$ cat src/shared/refcmd_pkg.sv
/*
 * Constants, field layouts and enums for the engine reference command former.
 * Assumes one core clock, an asynchronous active-high reset, and an engine of four threads.
 */
// Summary of operation
// - completion token raises a signal event for the issuing thread when done
// - swap token requests a signal and sleeps the thread until it arrives
// - branch tests pending events; arbitration sleeps thread until any event
// - host DMA requests queue four deep, five outstanding with one active channel, six with both
// - DMA goes to first free channel or forced channel two, in order
// - maskable channels-not-busy interrupt when both channels are idle and the queue is empty
// - fast write carries a 10-bit immediate inside the command
// - inter-thread signal write takes immediate as thread number 0 to 23
// - completion write shifts 2-bit message by writer; bump variants count sequence
// - transmit-validate write marks queue element 0 to 15 valid
// - writing one to an enqueue bump register adds exactly one
// - self-clearing flag write sets the bit selected 0 to 31
// - interrupt flag write shifts bits 6:0 by thread, bits 9:7 fixed
// - ALU result latched each instruction; indirect token rewrites command from it
// - one override bit per field; token enables mux, bits pick fields
// - transmit-queue write: override enable bit 20, burst minus one in 19:16
// - dynamic memory: override thread, transfer register, quadword count, byte mask
// - static memory: override thread, register, count, list register, set/clear, return
// - scratchpad write: override thread, longword count, source transfer register
// - commands enter a two-entry queue; full queue stalls execution
`default_nettype none
package refcmd_pkg;
    localparam int THREADS = 4;
    localparam int TID_W = 2;
    localparam int ENGINE_THREAD_W = 5;
    localparam int MAX_THREAD_NUM = 23;
    localparam int IMM_W = 10;
    localparam int CMDQ_DEPTH = 2;
    localparam int DMAQ_DEPTH = 4;
    localparam int DMA_MAX_OUT = 5;
    localparam int CNT_W = 4;

    // functional unit targets
    typedef enum logic [2:0] {
        UNIT_DRAM = 3'h0,
        UNIT_SRAM = 3'h1,
        UNIT_FBUS = 3'h2,
        UNIT_HOST = 3'h3
    } unit_e;

    // operations, shared between units
    typedef enum logic [3:0] {
        OP_READ = 4'h0,
        OP_WRITE = 4'h1,
        OP_TQ_WR = 4'h2,
        OP_RQ_WR = 4'h3,
        OP_PUSH_POP = 4'h4,
        OP_BIT_WR = 4'h5,
        OP_FAST_WR = 4'h6,
        OP_DMA = 4'h7
    } op_e;

    // fast write targets
    typedef enum logic [3:0] {
        FW_INTER_SIG = 4'h0,
        FW_DONE = 4'h1,
        FW_DONE_BUMP1 = 4'h2,
        FW_DONE_BUMP2 = 4'h3,
        FW_XMIT_VALID = 4'h4,
        FW_ENQ_BUMP1 = 4'h5,
        FW_ENQ_BUMP2 = 4'h6,
        FW_SELF_CLR = 4'h7,
        FW_IRQ_FLAG = 4'h8
    } fw_e;

    // thread state, one-hot
    typedef enum logic [1:0] {
        TH_RUN = 2'b01,
        TH_SLEEP = 2'b10
    } thread_e;

    // indirect data layout
    localparam int IND_TQ_OVR_BIT = 20;
    localparam int IND_TQ_BURST_HI = 19;
    localparam int IND_TQ_BURST_LO = 16;
    localparam int IND_OVR_TID = 31;
    localparam int IND_OVR_XREG = 30;
    localparam int IND_OVR_CNT = 29;
    localparam int IND_OVR_MASK = 28;
    localparam int IND_OVR_AUX = 27;
    localparam int IND_OVR_IMM = 26;
    localparam int IND_TID_LO = 21;
    localparam int IND_XREG_LO = 0;
    localparam int IND_CNT_LO = 16;
    localparam int IND_MASK_LO = 8;
    localparam int IND_AUX_LO = 5;
    localparam int IND_IMM_LO = 0;

    // fast write immediate segments
    localparam int IRQ_LOW_W = 7;
    localparam int IRQ_HIGH_LO = 7;
    localparam int IRQ_HIGH_W = 3;
    localparam int MSG_W = 2;
endpackage
`default_nettype wire

$ cat src/hdl/ref_cmd_former.sv
/*
 * Reference command former for one processing engine: indirect override,
 * two-entry command queue, thread signal/sleep, frame bus fast writes and
 * the host-bus DMA request queue with two channels.
 * Assumes functional units report completion with unit-neutral done pulses
 * and that reference instruction fields arrive decoded on plain ports.
 */
`timescale 1ns/1ns
`default_nettype none
module ref_cmd_former
    import refcmd_pkg::*;
(
    input wire logic clock,
    input wire logic rst,
    // instruction side
    input wire logic [TID_W-1:0] cur_thread,
    input wire logic alu_valid,
    input wire logic [31:0] alu_result,
    input wire logic ref_valid,
    input wire unit_e ref_unit,
    input wire op_e ref_op,
    input wire logic [4:0] ref_xreg,
    input wire logic [CNT_W-1:0] ref_count,
    input wire logic [7:0] ref_mask,
    input wire logic [2:0] ref_aux,
    input wire logic [IMM_W-1:0] ref_imm,
    input wire fw_e ref_fw_target,
    input wire logic tok_sig_done,
    input wire logic tok_swap,
    input wire logic tok_indirect,
    input wire logic tok_force_ch2,
    input wire logic arb_valid,
    input wire logic br_valid,
    output logic stall,
    output logic branch_if_no_event,
    output logic [THREADS-1:0] thread_awake,
    // command bus side
    output logic cmd_valid,
    input wire logic cmd_ready,
    output logic [45:0] cmd_data,
    // completions from functional units
    input wire logic done_valid,
    input wire logic [TID_W-1:0] done_thread,
    // frame bus unit fast write results
    input wire logic [2:0] engine_id,
    output logic [23:0] inter_sig_q,
    output logic [23:0] done_msg_q,
    output logic [7:0] enq_seq1_q,
    output logic [7:0] enq_seq2_q,
    output logic [15:0] xmit_valid_q,
    output logic [31:0] self_clr_q,
    output logic [23:0] irq_flag_q,
    output logic [2:0] fixed_position_bit_two,
    input wire logic [15:0] xmit_valid_clr,
    input wire logic self_clr_ack,
    // host bus DMA
    input wire logic dma_both_owned,
    input wire logic [1:0] ch_done,
    output logic [1:0] ch_busy_q,
    output logic [2:0] dma_depth,
    input wire logic not_busy_en,
    output logic not_busy_irq
);

    ////////////////////////////////////////////////////////////////////////
    // indirect override
    logic [31:0] alu_q;
    always_ff @(posedge clock or posedge rst) begin
        if (rst) alu_q <= 32'h0000_0000;
        else if (alu_valid) alu_q <= alu_result;
    end

    wire ind = tok_indirect;
    wire tq_op = (ref_op == OP_TQ_WR);
    wire o_tid = ind && alu_q[IND_OVR_TID];
    wire o_xreg = ind && alu_q[IND_OVR_XREG];
    wire o_cnt = ind && (tq_op ? alu_q[IND_TQ_OVR_BIT] : alu_q[IND_OVR_CNT]);
    wire o_mask = ind && alu_q[IND_OVR_MASK] && (ref_unit == UNIT_DRAM);
    wire o_aux = ind && alu_q[IND_OVR_AUX] && (ref_unit == UNIT_SRAM);
    wire o_imm = ind && alu_q[IND_OVR_IMM] && (ref_op == OP_FAST_WR);
    // clear override bits keep instruction fields
    wire [ENGINE_THREAD_W-1:0] f_tid = o_tid ? alu_q[IND_TID_LO +: ENGINE_THREAD_W]
                                             : {engine_id, cur_thread};
    wire [4:0] f_xreg = o_xreg ? alu_q[IND_XREG_LO +: 5] : ref_xreg;
    wire [CNT_W-1:0] f_cnt = !o_cnt ? ref_count
                           : tq_op ? alu_q[IND_TQ_BURST_HI:IND_TQ_BURST_LO]
                           : alu_q[IND_CNT_LO +: CNT_W];
    wire [7:0] f_mask = o_mask ? alu_q[IND_MASK_LO +: 8] : ref_mask;
    wire [2:0] f_aux = o_aux ? alu_q[IND_AUX_LO +: 3] : ref_aux;
    wire [IMM_W-1:0] f_imm = o_imm ? alu_q[IND_IMM_LO +: IMM_W] : ref_imm;
    wire [45:0] new_cmd = {ref_unit, ref_op, ref_fw_target, f_tid, f_xreg, f_cnt,
                           f_mask, f_aux, f_imm};

    ////////////////////////////////////////////////////////////////////////
    // two-entry command queue; full queue stalls the engine
    logic [45:0] cq_mem [CMDQ_DEPTH];
    // force token travels with its command, the engine has moved on by the pop
    logic cq_force_q [CMDQ_DEPTH];
    logic [1:0] cq_cnt_q;
    logic cq_wp_q;
    logic cq_rp_q;
    wire cq_full = (cq_cnt_q == 2'(CMDQ_DEPTH));
    wire cq_push = ref_valid && !cq_full;
    wire cq_pop = cmd_valid && cmd_ready;
    assign stall = ref_valid && cq_full;
    assign cmd_valid = (cq_cnt_q != 2'h0);
    assign cmd_data = cq_mem[cq_rp_q];
    always_ff @(posedge clock or posedge rst) begin
        if (rst) begin
            cq_cnt_q <= 2'h0;
            cq_wp_q <= 1'b0;
            cq_rp_q <= 1'b0;
        end else begin
            cq_cnt_q <= cq_cnt_q + 2'(cq_push) - 2'(cq_pop);
            if (cq_push) cq_wp_q <= !cq_wp_q;
            if (cq_pop) cq_rp_q <= !cq_rp_q;
        end
    end
    always_ff @(posedge clock) begin
        if (cq_push) begin
            cq_mem[cq_wp_q] <= new_cmd;
            cq_force_q[cq_wp_q] <= tok_force_ch2;
        end
    end

    ////////////////////////////////////////////////////////////////////////
    // thread signal events and sleep
    logic [THREADS-1:0] ev_q;
    logic [THREADS-1:0] want_q;
    thread_e th_q [THREADS];
    wire [THREADS-1:0] req_sig = {THREADS{cq_push && (tok_sig_done || tok_swap)}}
                                 & (4'h1 << cur_thread);
    wire [THREADS-1:0] done_hit = {THREADS{done_valid}} & (4'h1 << done_thread);
    wire [THREADS-1:0] ev_set = done_hit & want_q;
    wire [THREADS-1:0] cur_mask = 4'h1 << cur_thread;
    wire do_sleep = (cq_push && tok_swap) || arb_valid;
    assign branch_if_no_event = br_valid && !ev_q[cur_thread];
    genvar gi;
    generate
        for (gi = 0; gi < THREADS; gi++) begin : g_th
            assign thread_awake[gi] = (th_q[gi] == TH_RUN);
            always_ff @(posedge clock or posedge rst) begin
                if (rst) begin
                    th_q[gi] <= TH_RUN;
                    ev_q[gi] <= 1'b0;
                    want_q[gi] <= 1'b0;
                end else begin
                    if (req_sig[gi]) want_q[gi] <= 1'b1;
                    else if (ev_set[gi]) want_q[gi] <= 1'b0;
                    // event set wins over the consuming clear
                    if (ev_set[gi]) ev_q[gi] <= 1'b1;
                    else if (th_q[gi] == TH_SLEEP) ev_q[gi] <= 1'b0;
                    else if (br_valid && cur_mask[gi]) ev_q[gi] <= 1'b0;
                    case (th_q[gi])
                        TH_RUN: if (do_sleep && cur_mask[gi]) th_q[gi] <= TH_SLEEP;
                        TH_SLEEP: if (ev_set[gi] || ev_q[gi]) th_q[gi] <= TH_RUN;
                        default: th_q[gi] <= TH_RUN;
                    endcase
                end
            end
        end
    endgenerate

    ////////////////////////////////////////////////////////////////////////
    // frame bus unit fast write decode
    wire fw_go = cq_pop && (cmd_data[45:43] == UNIT_FBUS)
                 && (cmd_data[42:39] == OP_FAST_WR);
    wire [3:0] fw_tgt = cmd_data[38:35];
    wire [ENGINE_THREAD_W-1:0] fw_tid = cmd_data[34:30];
    wire [IMM_W-1:0] fw_imm = cmd_data[IMM_W-1:0];
    wire is_t = fw_go;
    wire sig_ok = is_t && fw_tgt == FW_INTER_SIG && fw_imm <= 10'(MAX_THREAD_NUM);
    wire done_w = is_t && (fw_tgt == FW_DONE || fw_tgt == FW_DONE_BUMP1
                           || fw_tgt == FW_DONE_BUMP2);
    wire bump1 = is_t && ((fw_tgt == FW_DONE_BUMP1)
                 || (fw_tgt == FW_ENQ_BUMP1 && fw_imm == 10'h001));
    wire bump2 = is_t && ((fw_tgt == FW_DONE_BUMP2)
                 || (fw_tgt == FW_ENQ_BUMP2 && fw_imm == 10'h001));
    wire xv_w = is_t && fw_tgt == FW_XMIT_VALID;
    wire sc_w = is_t && fw_tgt == FW_SELF_CLR;
    wire irq_w = is_t && fw_tgt == FW_IRQ_FLAG;
    wire [5:0] msg_pos = 6'(fw_tid) * 6'(MSG_W);
    wire [23:0] msg_bits = 24'(fw_imm[MSG_W-1:0]) << msg_pos;
    wire [23:0] msg_keep = ~(24'h00_0003 << msg_pos);
    wire [23:0] irq_bits = 24'(fw_imm[IRQ_LOW_W-1:0]) << fw_tid;
    wire [15:0] xv_set = xv_w ? (16'h0001 << fw_imm[3:0]) : 16'h0000;
    always_ff @(posedge clock or posedge rst) begin
        if (rst) begin
            inter_sig_q <= 24'h00_0000;
            done_msg_q <= 24'h00_0000;
            enq_seq1_q <= 8'h00;
            enq_seq2_q <= 8'h00;
            xmit_valid_q <= 16'h0000;
            self_clr_q <= 32'h0000_0000;
            irq_flag_q <= 24'h00_0000;
            fixed_position_bit_two <= 3'h0;
        end else begin
            inter_sig_q <= sig_ok ? (24'h00_0001 << fw_imm[4:0]) : 24'h00_0000;
            if (done_w) done_msg_q <= (done_msg_q & msg_keep) | msg_bits;
            if (bump1) enq_seq1_q <= enq_seq1_q + 8'h01;
            if (bump2) enq_seq2_q <= enq_seq2_q + 8'h01;
            // set wins over the consumer's clear
            xmit_valid_q <= (xmit_valid_q & ~xmit_valid_clr) | xv_set;
            if (sc_w) self_clr_q <= self_clr_q | (32'h0000_0001 << fw_imm[4:0]);
            else if (self_clr_ack) self_clr_q <= 32'h0000_0000;
            if (irq_w) begin
                irq_flag_q <= irq_flag_q | irq_bits;
                fixed_position_bit_two <= fw_imm[IRQ_HIGH_LO +: IRQ_HIGH_W];
            end
        end
    end

    ////////////////////////////////////////////////////////////////////////
    // host bus DMA: four queued plus one active per channel; no full flag by design,
    // overflow drops the request and software must keep the count
    logic [1:0] dq_ch2_q [DMAQ_DEPTH];
    logic [2:0] dq_cnt_q;
    wire dma_go = cq_pop && (cmd_data[45:43] == UNIT_HOST);
    wire head_force = cq_force_q[cq_rp_q];
    wire head_ch2 = dq_ch2_q[0][0];
    wire can_ch2 = !ch_busy_q[1] && dma_both_owned;
    wire can_any = !ch_busy_q[0] || can_ch2;
    // forced requests wait for channel two, so they finish in issue order
    wire issue = (dq_cnt_q != 3'h0) && (head_ch2 ? can_ch2 : can_any);
    wire to_ch1 = issue && !head_ch2 && !ch_busy_q[0];
    wire to_ch2 = issue && !to_ch1;
    wire dq_push = dma_go && (dq_cnt_q < 3'(DMAQ_DEPTH) || issue);
    wire [2:0] dq_after = dq_cnt_q - 3'(issue);
    assign dma_depth = dq_cnt_q;
    always_ff @(posedge clock or posedge rst) begin
        if (rst) begin
            dq_cnt_q <= 3'h0;
            ch_busy_q <= 2'b00;
            for (int i = 0; i < DMAQ_DEPTH; i++) dq_ch2_q[i] <= 2'b00;
        end else begin
            if (issue) begin
                for (int i = 0; i < DMAQ_DEPTH - 1; i++) dq_ch2_q[i] <= dq_ch2_q[i+1];
            end
            if (dq_push) dq_ch2_q[dq_after[1:0]] <= {1'b0, head_force && dma_both_owned};
            dq_cnt_q <= dq_after + 3'(dq_push);
            ch_busy_q[0] <= to_ch1 || (ch_busy_q[0] && !ch_done[0]);
            ch_busy_q[1] <= to_ch2 || (ch_busy_q[1] && !ch_done[1]);
        end
    end
    assign not_busy_irq = not_busy_en && (ch_busy_q == 2'b00) && (dq_cnt_q == 3'h0);

    ////////////////////////////////////////////////////////////////////////
    // checks
    property p_stall_full;
        @(posedge clock) disable iff (rst) (ref_valid && cq_cnt_q == 2'h2) |-> stall;
    endproperty
    a_stall_full: assert property (p_stall_full) else $error("no stall on full queue");

    property p_swap_sleep;
        @(posedge clock) disable iff (rst)
        (cq_push && tok_swap && !ev_set[cur_thread]) |=> !thread_awake[$past(cur_thread)];
    endproperty
    a_swap_sleep: assert property (p_swap_sleep) else $error("swap did not sleep");

    property p_event_wake;
        @(posedge clock) disable iff (rst)
        (th_q[done_thread] == TH_SLEEP && ev_set[done_thread])
        |=> thread_awake[$past(done_thread)];
    endproperty
    a_event_wake: assert property (p_event_wake) else $error("event did not wake");

    property p_branch;
        @(posedge clock) disable iff (rst)
        br_valid |-> (branch_if_no_event == !ev_q[cur_thread]);
    endproperty
    a_branch: assert property (p_branch) else $error("branch ignores events");

    property p_seq_step;
        @(posedge clock) disable iff (rst) bump1 |=> enq_seq1_q == $past(enq_seq1_q) + 8'h01;
    endproperty
    a_seq_step: assert property (p_seq_step) else $error("sequence not bumped by one");

    property p_xv_mark;
        @(posedge clock) disable iff (rst) xv_w |=> xmit_valid_q[$past(fw_imm[3:0])];
    endproperty
    a_xv_mark: assert property (p_xv_mark) else $error("element not marked valid");

    property p_keep_fields;
        @(posedge clock) disable iff (rst)
        (ref_valid && !tok_indirect) |-> (f_xreg == ref_xreg && f_cnt == ref_count);
    endproperty
    a_keep_fields: assert property (p_keep_fields) else $error("field overridden");

    property p_dma_bound;
        @(posedge clock) disable iff (rst) dq_cnt_q <= 3'(DMAQ_DEPTH);
    endproperty
    a_dma_bound: assert property (p_dma_bound) else $error("dma queue overflow");

    property p_irq_high;
        @(posedge clock) disable iff (rst)
        irq_w |=> fixed_position_bit_two == $past(fw_imm[9:7]);
    endproperty
    a_irq_high: assert property (p_irq_high) else $error("fixed bits wrong");

    property p_sig_range;
        @(posedge clock) disable iff (rst)
        (is_t && fw_tgt == FW_INTER_SIG && fw_imm > 10'(MAX_THREAD_NUM))
        |=> inter_sig_q == 24'h00_0000;
    endproperty
    a_sig_range: assert property (p_sig_range) else $error("signal out of range");

    property p_sc_set;
        @(posedge clock) disable iff (rst) sc_w |=> self_clr_q[$past(fw_imm[4:0])];
    endproperty
    a_sc_set: assert property (p_sc_set) else $error("flag bit not set");

    property p_ch2_owned;
        @(posedge clock) disable iff (rst) to_ch2 |-> dma_both_owned;
    endproperty
    a_ch2_owned: assert property (p_ch2_owned) else $error("channel two not owned");

    property p_cmd_hold;
        @(posedge clock) disable iff (rst)
        (cmd_valid && !cmd_ready) |=> (cmd_valid && $stable(cmd_data));
    endproperty
    a_cmd_hold: assert property (p_cmd_hold) else $error("command not held");
endmodule
`default_nettype wire

$ cat config.mk
export PLATFORM = sky130hd
export DESIGN_NAME = ref_cmd_former
export DESIGN_NICKNAME = d
export VERILOG_FILES = /design/src/shared/refcmd_pkg.sv /design/src/hdl/ref_cmd_former.sv
export SDC_FILE = /design/constraint.sdc
export NUM_CORES = 1
export LEC_CHECK = 0
export BUFFER_PORTS_ARGS = -buffer_cell sky130_fd_sc_hd__buf_2
export CORE_ASPECT_RATIO = 1.5
export CORE_MARGIN = 5
export CORE_UTILIZATION = 58
export CTS_BUF_LIST = sky130_fd_sc_hd__clkbuf_16
export CTS_CLUSTER_DIAMETER = 50
export DETAILED_ROUTE_END_ITERATION = 8
export PLACE_DENSITY_LB_ADDON = 0.1
export SLEW_MARGIN = 5
export SYNTH_ARGS = -nofsm -noshare
export SYNTH_HDL_FRONTEND = slang
export SYNTH_SLANG_ARGS = --single-unit
export TNS_END_PERCENT = 20
$ cat constraint.sdc
create_clock -name clock -period 15.2 [get_ports clock]
set_clock_uncertainty 0.15 [all_clocks]
set_input_delay 3.04 -clock clock [delete_from_list [all_inputs] [get_ports clock]]
set_output_delay 3.04 -clock clock [all_outputs]
set_load 0.02 [all_outputs]
==> flow_summary.json, run 1 <==
{
  "antenna_left": 0,
  "finalSetupTns_ns": 0,
  "clock_sinks": 294,
  "maxSlewHeadroom": 0.337,
  "path_cells": "buf_2 -> mux4_2 -> nor2_1 -> buf_2",
  "fill_cells": 1596,
  "r2r_setup_slack_ns": 11.16,
  "synth_top_area_cell": "dfrtp_1",
  "drive_above_1_share": 0.406,
  "comb_power_share": 0.286,
  "clk_pin_slew_ns": 0.07,
  "synth_mux_area_frac": 0.143,
  "fmax_mhz": 138,
  "vdd_drop_max_mv": 0.131,
  "hp-class": "reg -> reg",
  "yosys-top-cells-area": "dfrtp_1 39%, edfxtp_1 22%, mux2_2 11%",
  "seq_area_sq_um": 7840,
  "synth_seq_cells": 294,
  "tightestPinTransition_ns": 0.994,
  "antenna_found_initial": 4,
  "synth-xor-area-share": 0.0145,
  "synth_warnings": 0,
  "internal_power_mw": 1.60,
  "path_common_cell": "buf_2",
  "synthesis.area_sq_um": 12700,
  "multiInputGateArea_sq_um": 4470,
  "finalCriticalPeriod_ns": 7.26,
  "cp.depth": 4,
  "cp.required_ns": 12.01,
  "drv_slew": 0,
  "grt_pass1_vias": 9222,
  "crit_path_end_kind": "primary output",
  "drtIter0Drc": 486,
  "fin_nets": 1417,
  "fin_crit_sh": 0.478,
  "root_buffer": "clkbuf_16",
  "power_leakage_nw": 7.31,
  "postSynthAreaPerCell_sq_um": 12.9,
  "post-dp-hpwl_um": 23100,
  "grt_usage": 0.247,
  "clock_latency_ns": 0.54,
  "cts_hold_buf": 0,
  "wl_per_cell_um": 19.6,
  "core_area_sq_um": 21600,
  "async_reset_ff_frac": 0.680,
  "drc": 0,
  "power_density_nw_per_um2": 157,
  "hold_ws_ns": 0.302,
  "cts_resized": 0,
  "cpLargestDelayFamily": "multiplexers",
  "synth.distinct_cells": 73,
  "synth_top_family_by_area": "multiplexers",
  "gr-total-overflow": 0,
  "cts_buffers": 28,
  "hold_violations": 0,
  "cpPeakStageDelay_ns": 0.53,
  "grt_max_degree": 127,
  "yosys.area_share.simple": 0.110,
  "htree_levels": 1,
  "finalSetupViolations": 0,
  "synth_compound_gate_area_share": 0.0766,
  "critPathLaunch": "cur_thread[0]",
  "routed_wl_um": 31100,
  "synth_edf_count": 94,
  "r2r_start": "cq_rp_q",
  "area_growth_syn_to_layout_pct": 22.1,
  "cts_tree": "yes",
  "synth.net_count": 1100,
  "start_util": 0.585,
  "critical_path_arrival_ns": 4.07,
  "crit_end": "branch_if_no_event",
  "worst-r2r-cell-count": 5,
  "p_sw_uw": 825,
  "worstSetupStartpointType": "primary input",
  "netlist_instances": 980,
  "io_buffer_count": 310,
  "rsz0062_at_grt": "false",
  "diodes": 0,
  "dieArea_sq_um": 24900,
  "die_h_um": 191,
  "io_pins": 311,
  "row_count": 66,
  "outcome": "complete, no violations",
  "clockBufferDepth": 3,
  "timing.rr.end": "self_clr_q[16]",
  "seqPwrFrac": 0.417,
  "drt-vias-per-instance": 5.61,
  "die_width_um": 131,
  "pwr-share-clk": 0.297,
  "worst_path_max_delay_cell": "mux4_2",
  "netSwitchingFraction": 0.340,
  "place.gp.congestion": 0.920,
  "synth_top_area_share": 0.387,
  "postCtsSetupBuffers": 0,
  "dr.pass1.iters": 7,
  "num_vias": 8919,
  "ys.flop_type": "dfrtp_1",
  "maxCapViolations": 0,
  "worstSetupPathType": "in -> out",
  "path_max_fanout": 8,
  "ys_seq_area_frac": 0.619,
  "synth_fa_ha_area_frac": 0.00692,
  "path_buf_inv": 2,
  "grt_pass1_wl_um": 48400
}
[state kept, by name, indices dropped and copies added (netlist names), 3 cells and up, named ones only]
| name | count |
|---|---|
| cq_mem | 92 |
| alu_q | 32 |
| self_clr_q | 32 |
| done_msg_q | 24 |
| inter_sig_q | 24 |
| irq_flag_q | 24 |
| xmit_valid_q | 16 |
| enq_seq1_q | 8 |
| enq_seq2_q | 8 |
| th_q | 8 |
| ev_q | 4 |
| want_q | 4 |
| dma_depth | 3 |
| dq_ch2_q | 3 |
| fixed_position_bit_two | 3 |
[layer usage]
metal	GRT usage	routed length [um]	vias to the layer above
li1	-	-	4171
met1	0.287	11300	4366
met2	0.439	16200	306
met3	0.0640	2510	68
met4	0.0839	1060	8
met5	0	62	-
[power groups by stage]
| stage | combinational, mW | sequential, mW | clock, mW |
|---|---|---|---|
| floorplan | 0.515 | 0.990 | 0 |
| global placement | 0.689 | 1.02 | 0 |
| detailed placement | 0.697 | 1.03 | 0 |
| CTS | 0.698 | 1.02 | 0.735 |
| global route | 0.755 | 1.03 | 0.768 |
| finish | 0.694 | 1.01 | 0.721 |
[how the worst min path moves through the flow]
| stage | slack, ns | cells past startpoint | endpoint | startpoint |
|---|---|---|---|---|
| after floorplan | 0.30 | 2 | want_q[3] | want_q[3] |
| after global placement | 0.29 | 1 | irq_flag_q[11] | irq_flag_q[11] |
| after detailed placement | 0.29 | 1 | irq_flag_q[7] | irq_flag_q[7] |
| after CTS | 0.30 | 1 | irq_flag_q[7] | irq_flag_q[7] |
| after global routing | 0.31 | 1 | irq_flag_q[7] | irq_flag_q[7] |
| final | 0.30 | 1 | irq_flag_q[11] | irq_flag_q[11] |
[worst register-to-register path, cell delays in order, from the launching register on]
cell      delay [ns]
dfrtp_4         1.06
nor4bb_1        0.42
o221ai_2        0.37
nor2_2          0.85
nand4_1         0.69
o21ai_0         0.39
[synthesized netlist by cell type (all sizes together) (3+ instances only)]
cell,instances
dfrtp,196
mux2,129
edfxtp,94
nand2,78
nor2,71
inv,56
o21ai,47
mux2i,31
nand3,26
buf,21
o22ai,20
xnor2,20
nor3,14
nand2b,12
nand4,12
nor3b,11
clkbuf,10
and3,9
a31o,8
a31oi,8
ha,7
o221ai,7
o31ai,7
a21o,6
a21oi,5
nor4,5
nor4b,5
o211ai,5
o21bai,5
and3b,4
dfstp,4
nand3b,4
nor2b,4
or2,4
or3,4
o21a,3
o32ai,3
o41ai,3
[final cells by class]
cell class	instances	area share
clock buffer	30	0.0486
clock inverter	22	0.0140
inverter	57	0.0143
multi-input combinational	598	0.290
sequential	294	0.507
tap	272	0.0220
timing repair buffer	318	0.104
[cells in the final DEF, fill, tap and decap left out, drive strengths merged, types with 9 or more instances in the layout]
cell | Yosys | layout
nand2 | 78 | 78
clkinv | 1 | 14
xnor2 | 20 | 20
nor3b | 11 | 11
clkbuf | 10 | 30
nand3 | 26 | 26
mux2 | 129 | 129
o22ai | 20 | 20
dfrtp | 196 | 196
nor2 | 71 | 71
and3 | 9 | 9
edfxtp | 94 | 94
mux2i | 31 | 31
buf | 21 | 318
o21ai | 47 | 47
inv | 56 | 61
nor3 | 14 | 14
nand2b | 12 | 12
nand4 | 12 | 12
[cells by family after synthesis]
kind of cell               count (synthesis)
adders and majority gates                  7
muxes                                    161
DFF                                      294
xor gates and xnor gates                  21
buffers and inverters                     88
AOI/OAI and AO/OA                        138
and+or+nand+nor                          271
[stage by stage]
step                      area [sq um]  total power [mW]   util  setup slack (ns)  cells
after floorplan                  12700              1.50      -              6.56    980
after global placement           14500              1.71  0.669              7.94   1539
after detailed placement         14500              1.73  0.669              7.93   1539
after CTS                        15400              2.45  0.714              7.92   1591
after global routing             15400              2.55  0.714              7.91   1591
final                            15400              2.43  0.714              7.94   1591
Note: power is estimated with default switching activity, not from simulation.
==> inputs of run 2 (changes only) <==
Settings changed: CORE_UTILIZATION 58 to 48.
Clock period 15.2 ns to 6.3 ns, I/O delays scaled along.
==> run 2 against run 1 <==
Compared with the run above: worst hold slack better by 0.0024 ns; final cell count is 4.2% higher; first-iteration DRC count is 13% lower; combinational power is 140% higher; die area is 19% higher.
==> flow_summary.json, run 2 (same netlist as run 1, synthesis figures left out) <==
{
  "cts_hold_buf": 0,
  "seq_area_sq_um": 7840,
  "row_count": 72,
  "root_buffer": "clkbuf_16",
  "vdd_drop_max_mv": 0.279,
  "clk_pin_slew_ns": 0.06,
  "drc": 0,
  "antenna_left": 0,
  "gr-total-overflow": 0,
  "grt_pass1_vias": 9469,
  "drive_above_1_share": 0.408,
  "worstSetupStartpointType": "register",
  "largest_reg_flops": 92,
  "final_common_cell": "buf_2",
  "multiInputGateArea_sq_um": 4470,
  "cts_buffers": 31,
  "cts_resized": 0,
  "hp-start": "irq_flag_q[7]",
  "io_pins": 311,
  "place.gp.congestion": 0.840,
  "r2r_start": "cq_rp_q",
  "fin_nets": 1419,
  "dr.pass1.iters": 4,
  "largest-register": "cq_mem",
  "path_max_fanout": 78,
  "crit_path_end_kind": "primary output",
  "cp.required_ns": 4.89,
  "fmax_mhz": 217,
  "critPathLaunch": "cq_rp_q",
  "hp-class": "reg -> reg",
  "power_mw": 6.01,
  "maxSlewHeadroom": 0.239,
  "tightestPinTransition_ns": 1.11,
  "hold_violations": 0,
  "clock_latency_ns": 0.56,
  "core_area_sq_um": 25900,
  "start_util": 0.488,
  "wl_per_cell_um": 19.5,
  "dieArea_sq_um": 29800,
  "routed_wl_um": 32300,
  "r2r_setup_slack_ns": 2.26,
  "io_buffer_count": 310,
  "area_growth_syn_to_layout_pct": 23.5,
  "num_vias": 8894,
  "postCtsSetupBuffers": 0,
  "rsz0062_at_grt": "false",
  "drtIter0Drc": 422,
  "power_leakage_nw": 7.34,
  "drt-vias-per-instance": 5.36,
  "finalCriticalPeriod_ns": 4.60,
  "reg_top3": "cq_mem: 92 flops, alu_q: 32 flops, self_clr_q: 32 flops",
  "outcome": "complete, no violations",
  "die_h_um": 209,
  "grt_usage": 0.216,
  "clockBufferDepth": 3,
  "grt_max_degree": 140,
  "finalSetupViolations": 0,
  "fill_cells": 2160,
  "worstSetupPathType": "reg -> out",
  "critical_path_arrival_ns": 3.19,
  "fin_crit_sh": 0.730,
  "antenna_found_initial": 3,
  "cts_tree": "yes",
  "power_density_nw_per_um2": 384,
  "clock_sinks": 294,
  "finalSetupTns_ns": 0,
  "maxCapViolations": 0,
  "layout_common_cells": "310 x buf_2, 195 x dfrtp_1, 127 x mux2_2",
  "grt_pass1_wl_um": 51400,
  "htree_levels": 1,
  "drv_slew": 0,
  "post-dp-hpwl_um": 24000,
  "die_width_um": 143
}
==> run 2: cell count changes in the layout (fill, tap and decap cells not counted), moves of 2 or more <==
cell / previous run / this run
buf_4: 8 / 6
clkinv_2: 9 / 7
clkinvlp_4: 0 / 4
inv_6: 2 / 4
==> run 2: final cells by class <==
class / count / share of cell area
diodes: 1 / 0.000160
repair buffers: 317 / 0.103
multi-input cells: 598 / 0.286
flip-flops and latches: 294 / 0.501
clock inverters: 27 / 0.0190
clock buffers: 31 / 0.0496
inverters: 57 / 0.0139
well taps: 333 / 0.0266
==> run 2: power breakdown <==
group	switching, mW	internal (mW)
Sequential	0.202	2.24
Clock	0.771	1.12
Combinational	1.08	0.595
Total	2.06	3.95
==> run 2: path summary, 6_finish.rpt <==
kind / to / cells after the start
min reg2reg: irq_flag_q[7] / 1
max: cmd_data[30] / 3
min: irq_flag_q[7] / 1
max in group asynchronous: cq_rp_q / 3
min in group asynchronous: inter_sig_q[19] / 3
max reg2reg: self_clr_q[23] / 5
==> run 2: metal layers <==
metal | routed length, um | up-vias | part of all wire | track usage
met4 | 818 | 6 | 0.025 | 0.0636
met3 | 2420 | 57 | 0.075 | 0.0576
met1 | 12400 | 4337 | 0.38 | 0.260
met5 | 40 | - | 0.0012 | 0
met2 | 16600 | 310 | 0.51 | 0.377
li1 | - | 4184 | - | -
==> run 2: per-stage QoR <==
stage	hold WS [ns]	cell area [sq um]	std cells	setup slack (ns)	utilization
CTS	0.304	15600	1657	1.67	0.603
finish	0.304	15600	1658	1.70	0.603
global placement	0.288	14600	1599	2.21	0.561
detailed placement	0.291	14600	1599	2.10	0.561
floorplan	0.298	12700	980	2.25	-
global route	0.329	15600	1657	1.46	0.603
==> run 2: critical path, cell delays in order (launching register included) <==
cell	delay (ns)
dfrtp_4	1.05
mux2i_1	1.00
inv_1	0.27
buf_2	0.25
==> inputs of run 3 (changes only) <==
Clock period 6.3 ns to 4.1 ns, I/O delays scaled along.
==> run 3 against run 2 <==
Compared with the run above: count of clock-buffer cells in the layout unchanged; combinational power up 58%; final cell count up 0.18%; final area down 0.68%; core utilization down 0.41 points; highest routed layer unchanged; register-to-register slack worse by 1.6 ns; die area unchanged; via count up 0.38%; critical endpoint is now cmd_data[32]; clock power up 32%; total power up 48%; sequential cell count unchanged; global-route usage up 0.45 points.
==> flow_summary.json, run 3 (same netlist as run 1, synthesis figures left out) <==
{
  "routed_wl_um": 33100,
  "core_area_sq_um": 25900,
  "cts_buffers": 30,
  "htree_levels": 1,
  "cp.required_ns": 3.13,
  "hold_ws_ns": 0.193,
  "largest_reg_flops": 92,
  "rsz0062_at_grt": "false",
  "diodes": 0,
  "cts_hold_buf": 0,
  "power_leakage_nw": 7.33,
  "worst_path_max_delay_cell": "dfrtp_4",
  "path_buf_inv": 3,
  "final_core_util": 0.599,
  "dr.pass1.iters": 5,
  "worstSetupStartpointType": "register",
  "cts_tree": "yes",
  "fmax_mhz": 278,
  "post-dp-hpwl_um": 25000,
  "drive_above_1_share": 0.407,
  "clockBufferDepth": 3,
  "place.gp.congestion": 0.848,
  "drc": 0,
  "postCtsSetupBuffers": 0,
  "maxSlewHeadroom": 0.383,
  "fin_crit_sh": 0.879,
  "gr-total-overflow": 0,
  "finalSetupViolations": 0,
  "pre_cts_slack_ns": 0.654,
  "wl_per_cell_um": 19.9,
  "cpLargestDelayFamily": "flip-flops",
  "die_width_um": 143,
  "grt_max_degree": 87,
  "reg_top3": "cq_mem: 92 flops, alu_q: 32 flops, self_clr_q: 32 flops",
  "cts_resized": 0,
  "critical_path_arrival_ns": 2.63,
  "largest-register": "cq_mem",
  "grt_usage": 0.220,
  "clock_sinks": 294,
  "path_cells": "o21a_1 -> clkinv_1 -> buf_4 -> buf_2",
  "drtIter0Drc": 426,
  "hp-class": "in -> async",
  "start_util": 0.488,
  "finalCriticalPeriod_ns": 3.60,
  "crit_path_end_kind": "primary output",
  "dieArea_sq_um": 29800,
  "row_count": 72,
  "hold_violations": 0,
  "cpPeakStageDelay_ns": 0.87,
  "finalWorstSetupSlack_ns": 0.497,
  "root_buffer": "clkbuf_16",
  "io_pins": 311,
  "power_mw": 8.87,
  "die_h_um": 209,
  "finalSetupTns_ns": 0,
  "vdd_drop_max_mv": 0.367,
  "maxCapViolations": 0,
  "num_vias": 8928,
  "power_density_nw_per_um2": 571,
  "grt_pass1_vias": 9380,
  "path_max_fanout": 54,
  "outcome": "complete, no violations",
  "tightestPinTransition_ns": 0.918,
  "drv_slew": 0,
  "final_common_cell": "buf_2",
  "fin_nets": 1426,
  "antenna_left": 0,
  "antenna_found_initial": 6,
  "io_buffer_count": 310,
  "clock_latency_ns": 0.55,
  "area_growth_syn_to_layout_pct": 22.7,
  "grt_pass1_wl_um": 52200,
  "clk_pin_slew_ns": 0.06,
  "drt-vias-per-instance": 5.38,
  "worstSetupPathType": "reg -> out",
  "layout_common_cells": "310 x buf_2, 195 x dfrtp_1, 127 x mux2_2"
}
==> run 3: final timing paths <==
path / start / endpoint / slack, ns / cells past startpoint
worst max-delay path: cq_rp_q / cmd_data[32] / 0.50 / 4
worst min-delay path: rst / inter_sig_q[19] / 0.19 / 2
worst max register to register: cq_rp_q / self_clr_q[25] / 0.67 / 5
min in group clock: ref_fw_target[2] / cq_mem[1][37] / 0.30 / 1
worst min register to register: irq_flag_q[0] / irq_flag_q[0] / 0.31 / 1
max in group asynchronous: rst / irq_flag_q[4] / 2.76 / 3
==> run 3: layout make-up <==
type / count / area (sq um)
inverters: 57 / 218
flip-flops and latches: 294 / 7840
fillers: 2198 / 10400
multi-input cells: 598 / 4470
well taps: 333 / 417
clock inverters: 23 / 121
repair buffers: 325 / 1690
clock buffers: 31 / 776
==> run 3: where the power goes <==
part | leakage, nW | internal (mW) | switching, mW | total [mW]
sequential | 3.53 | 3.44 | 0.273 | 3.71
combinational | 3.33 | 0.945 | 1.72 | 2.66
clock | 0.470 | 1.37 | 1.12 | 2.49
total | 7.33 | 5.75 | 3.11 | 8.87
==> run 3: worst reg2reg max path, cell delays in order (launching register included) <==
cell	delay, ns
dfrtp_4	0.87
nor4bb_1	0.36
o221ai_2	0.36
nor2_2	0.54
nand4_1	0.63
o21ai_0	0.40
==> run 3: routing by layer <==
metal | GRT usage | vias to the layer above | wire length, um
met5 | 0 | - | 56
met4 | 0.0679 | 10 | 823
met3 | 0.0588 | 58 | 2800
met2 | 0.384 | 312 | 17000
met1 | 0.265 | 4345 | 12400
li1 | - | 4203 | -
==> run 3: per-stage QoR <==
| step | instance area, sq um | std cells |
|---|---|---|
| 2_1_floorplan | 12700 | 980 |
| 3_3_place_gp | 14600 | 1607 |
| 3_5_place_dp | 14600 | 1607 |
| 4_1_cts | 15500 | 1661 |
| 5_1_grt | 15500 | 1661 |
| 6_report | 15500 | 1661 |
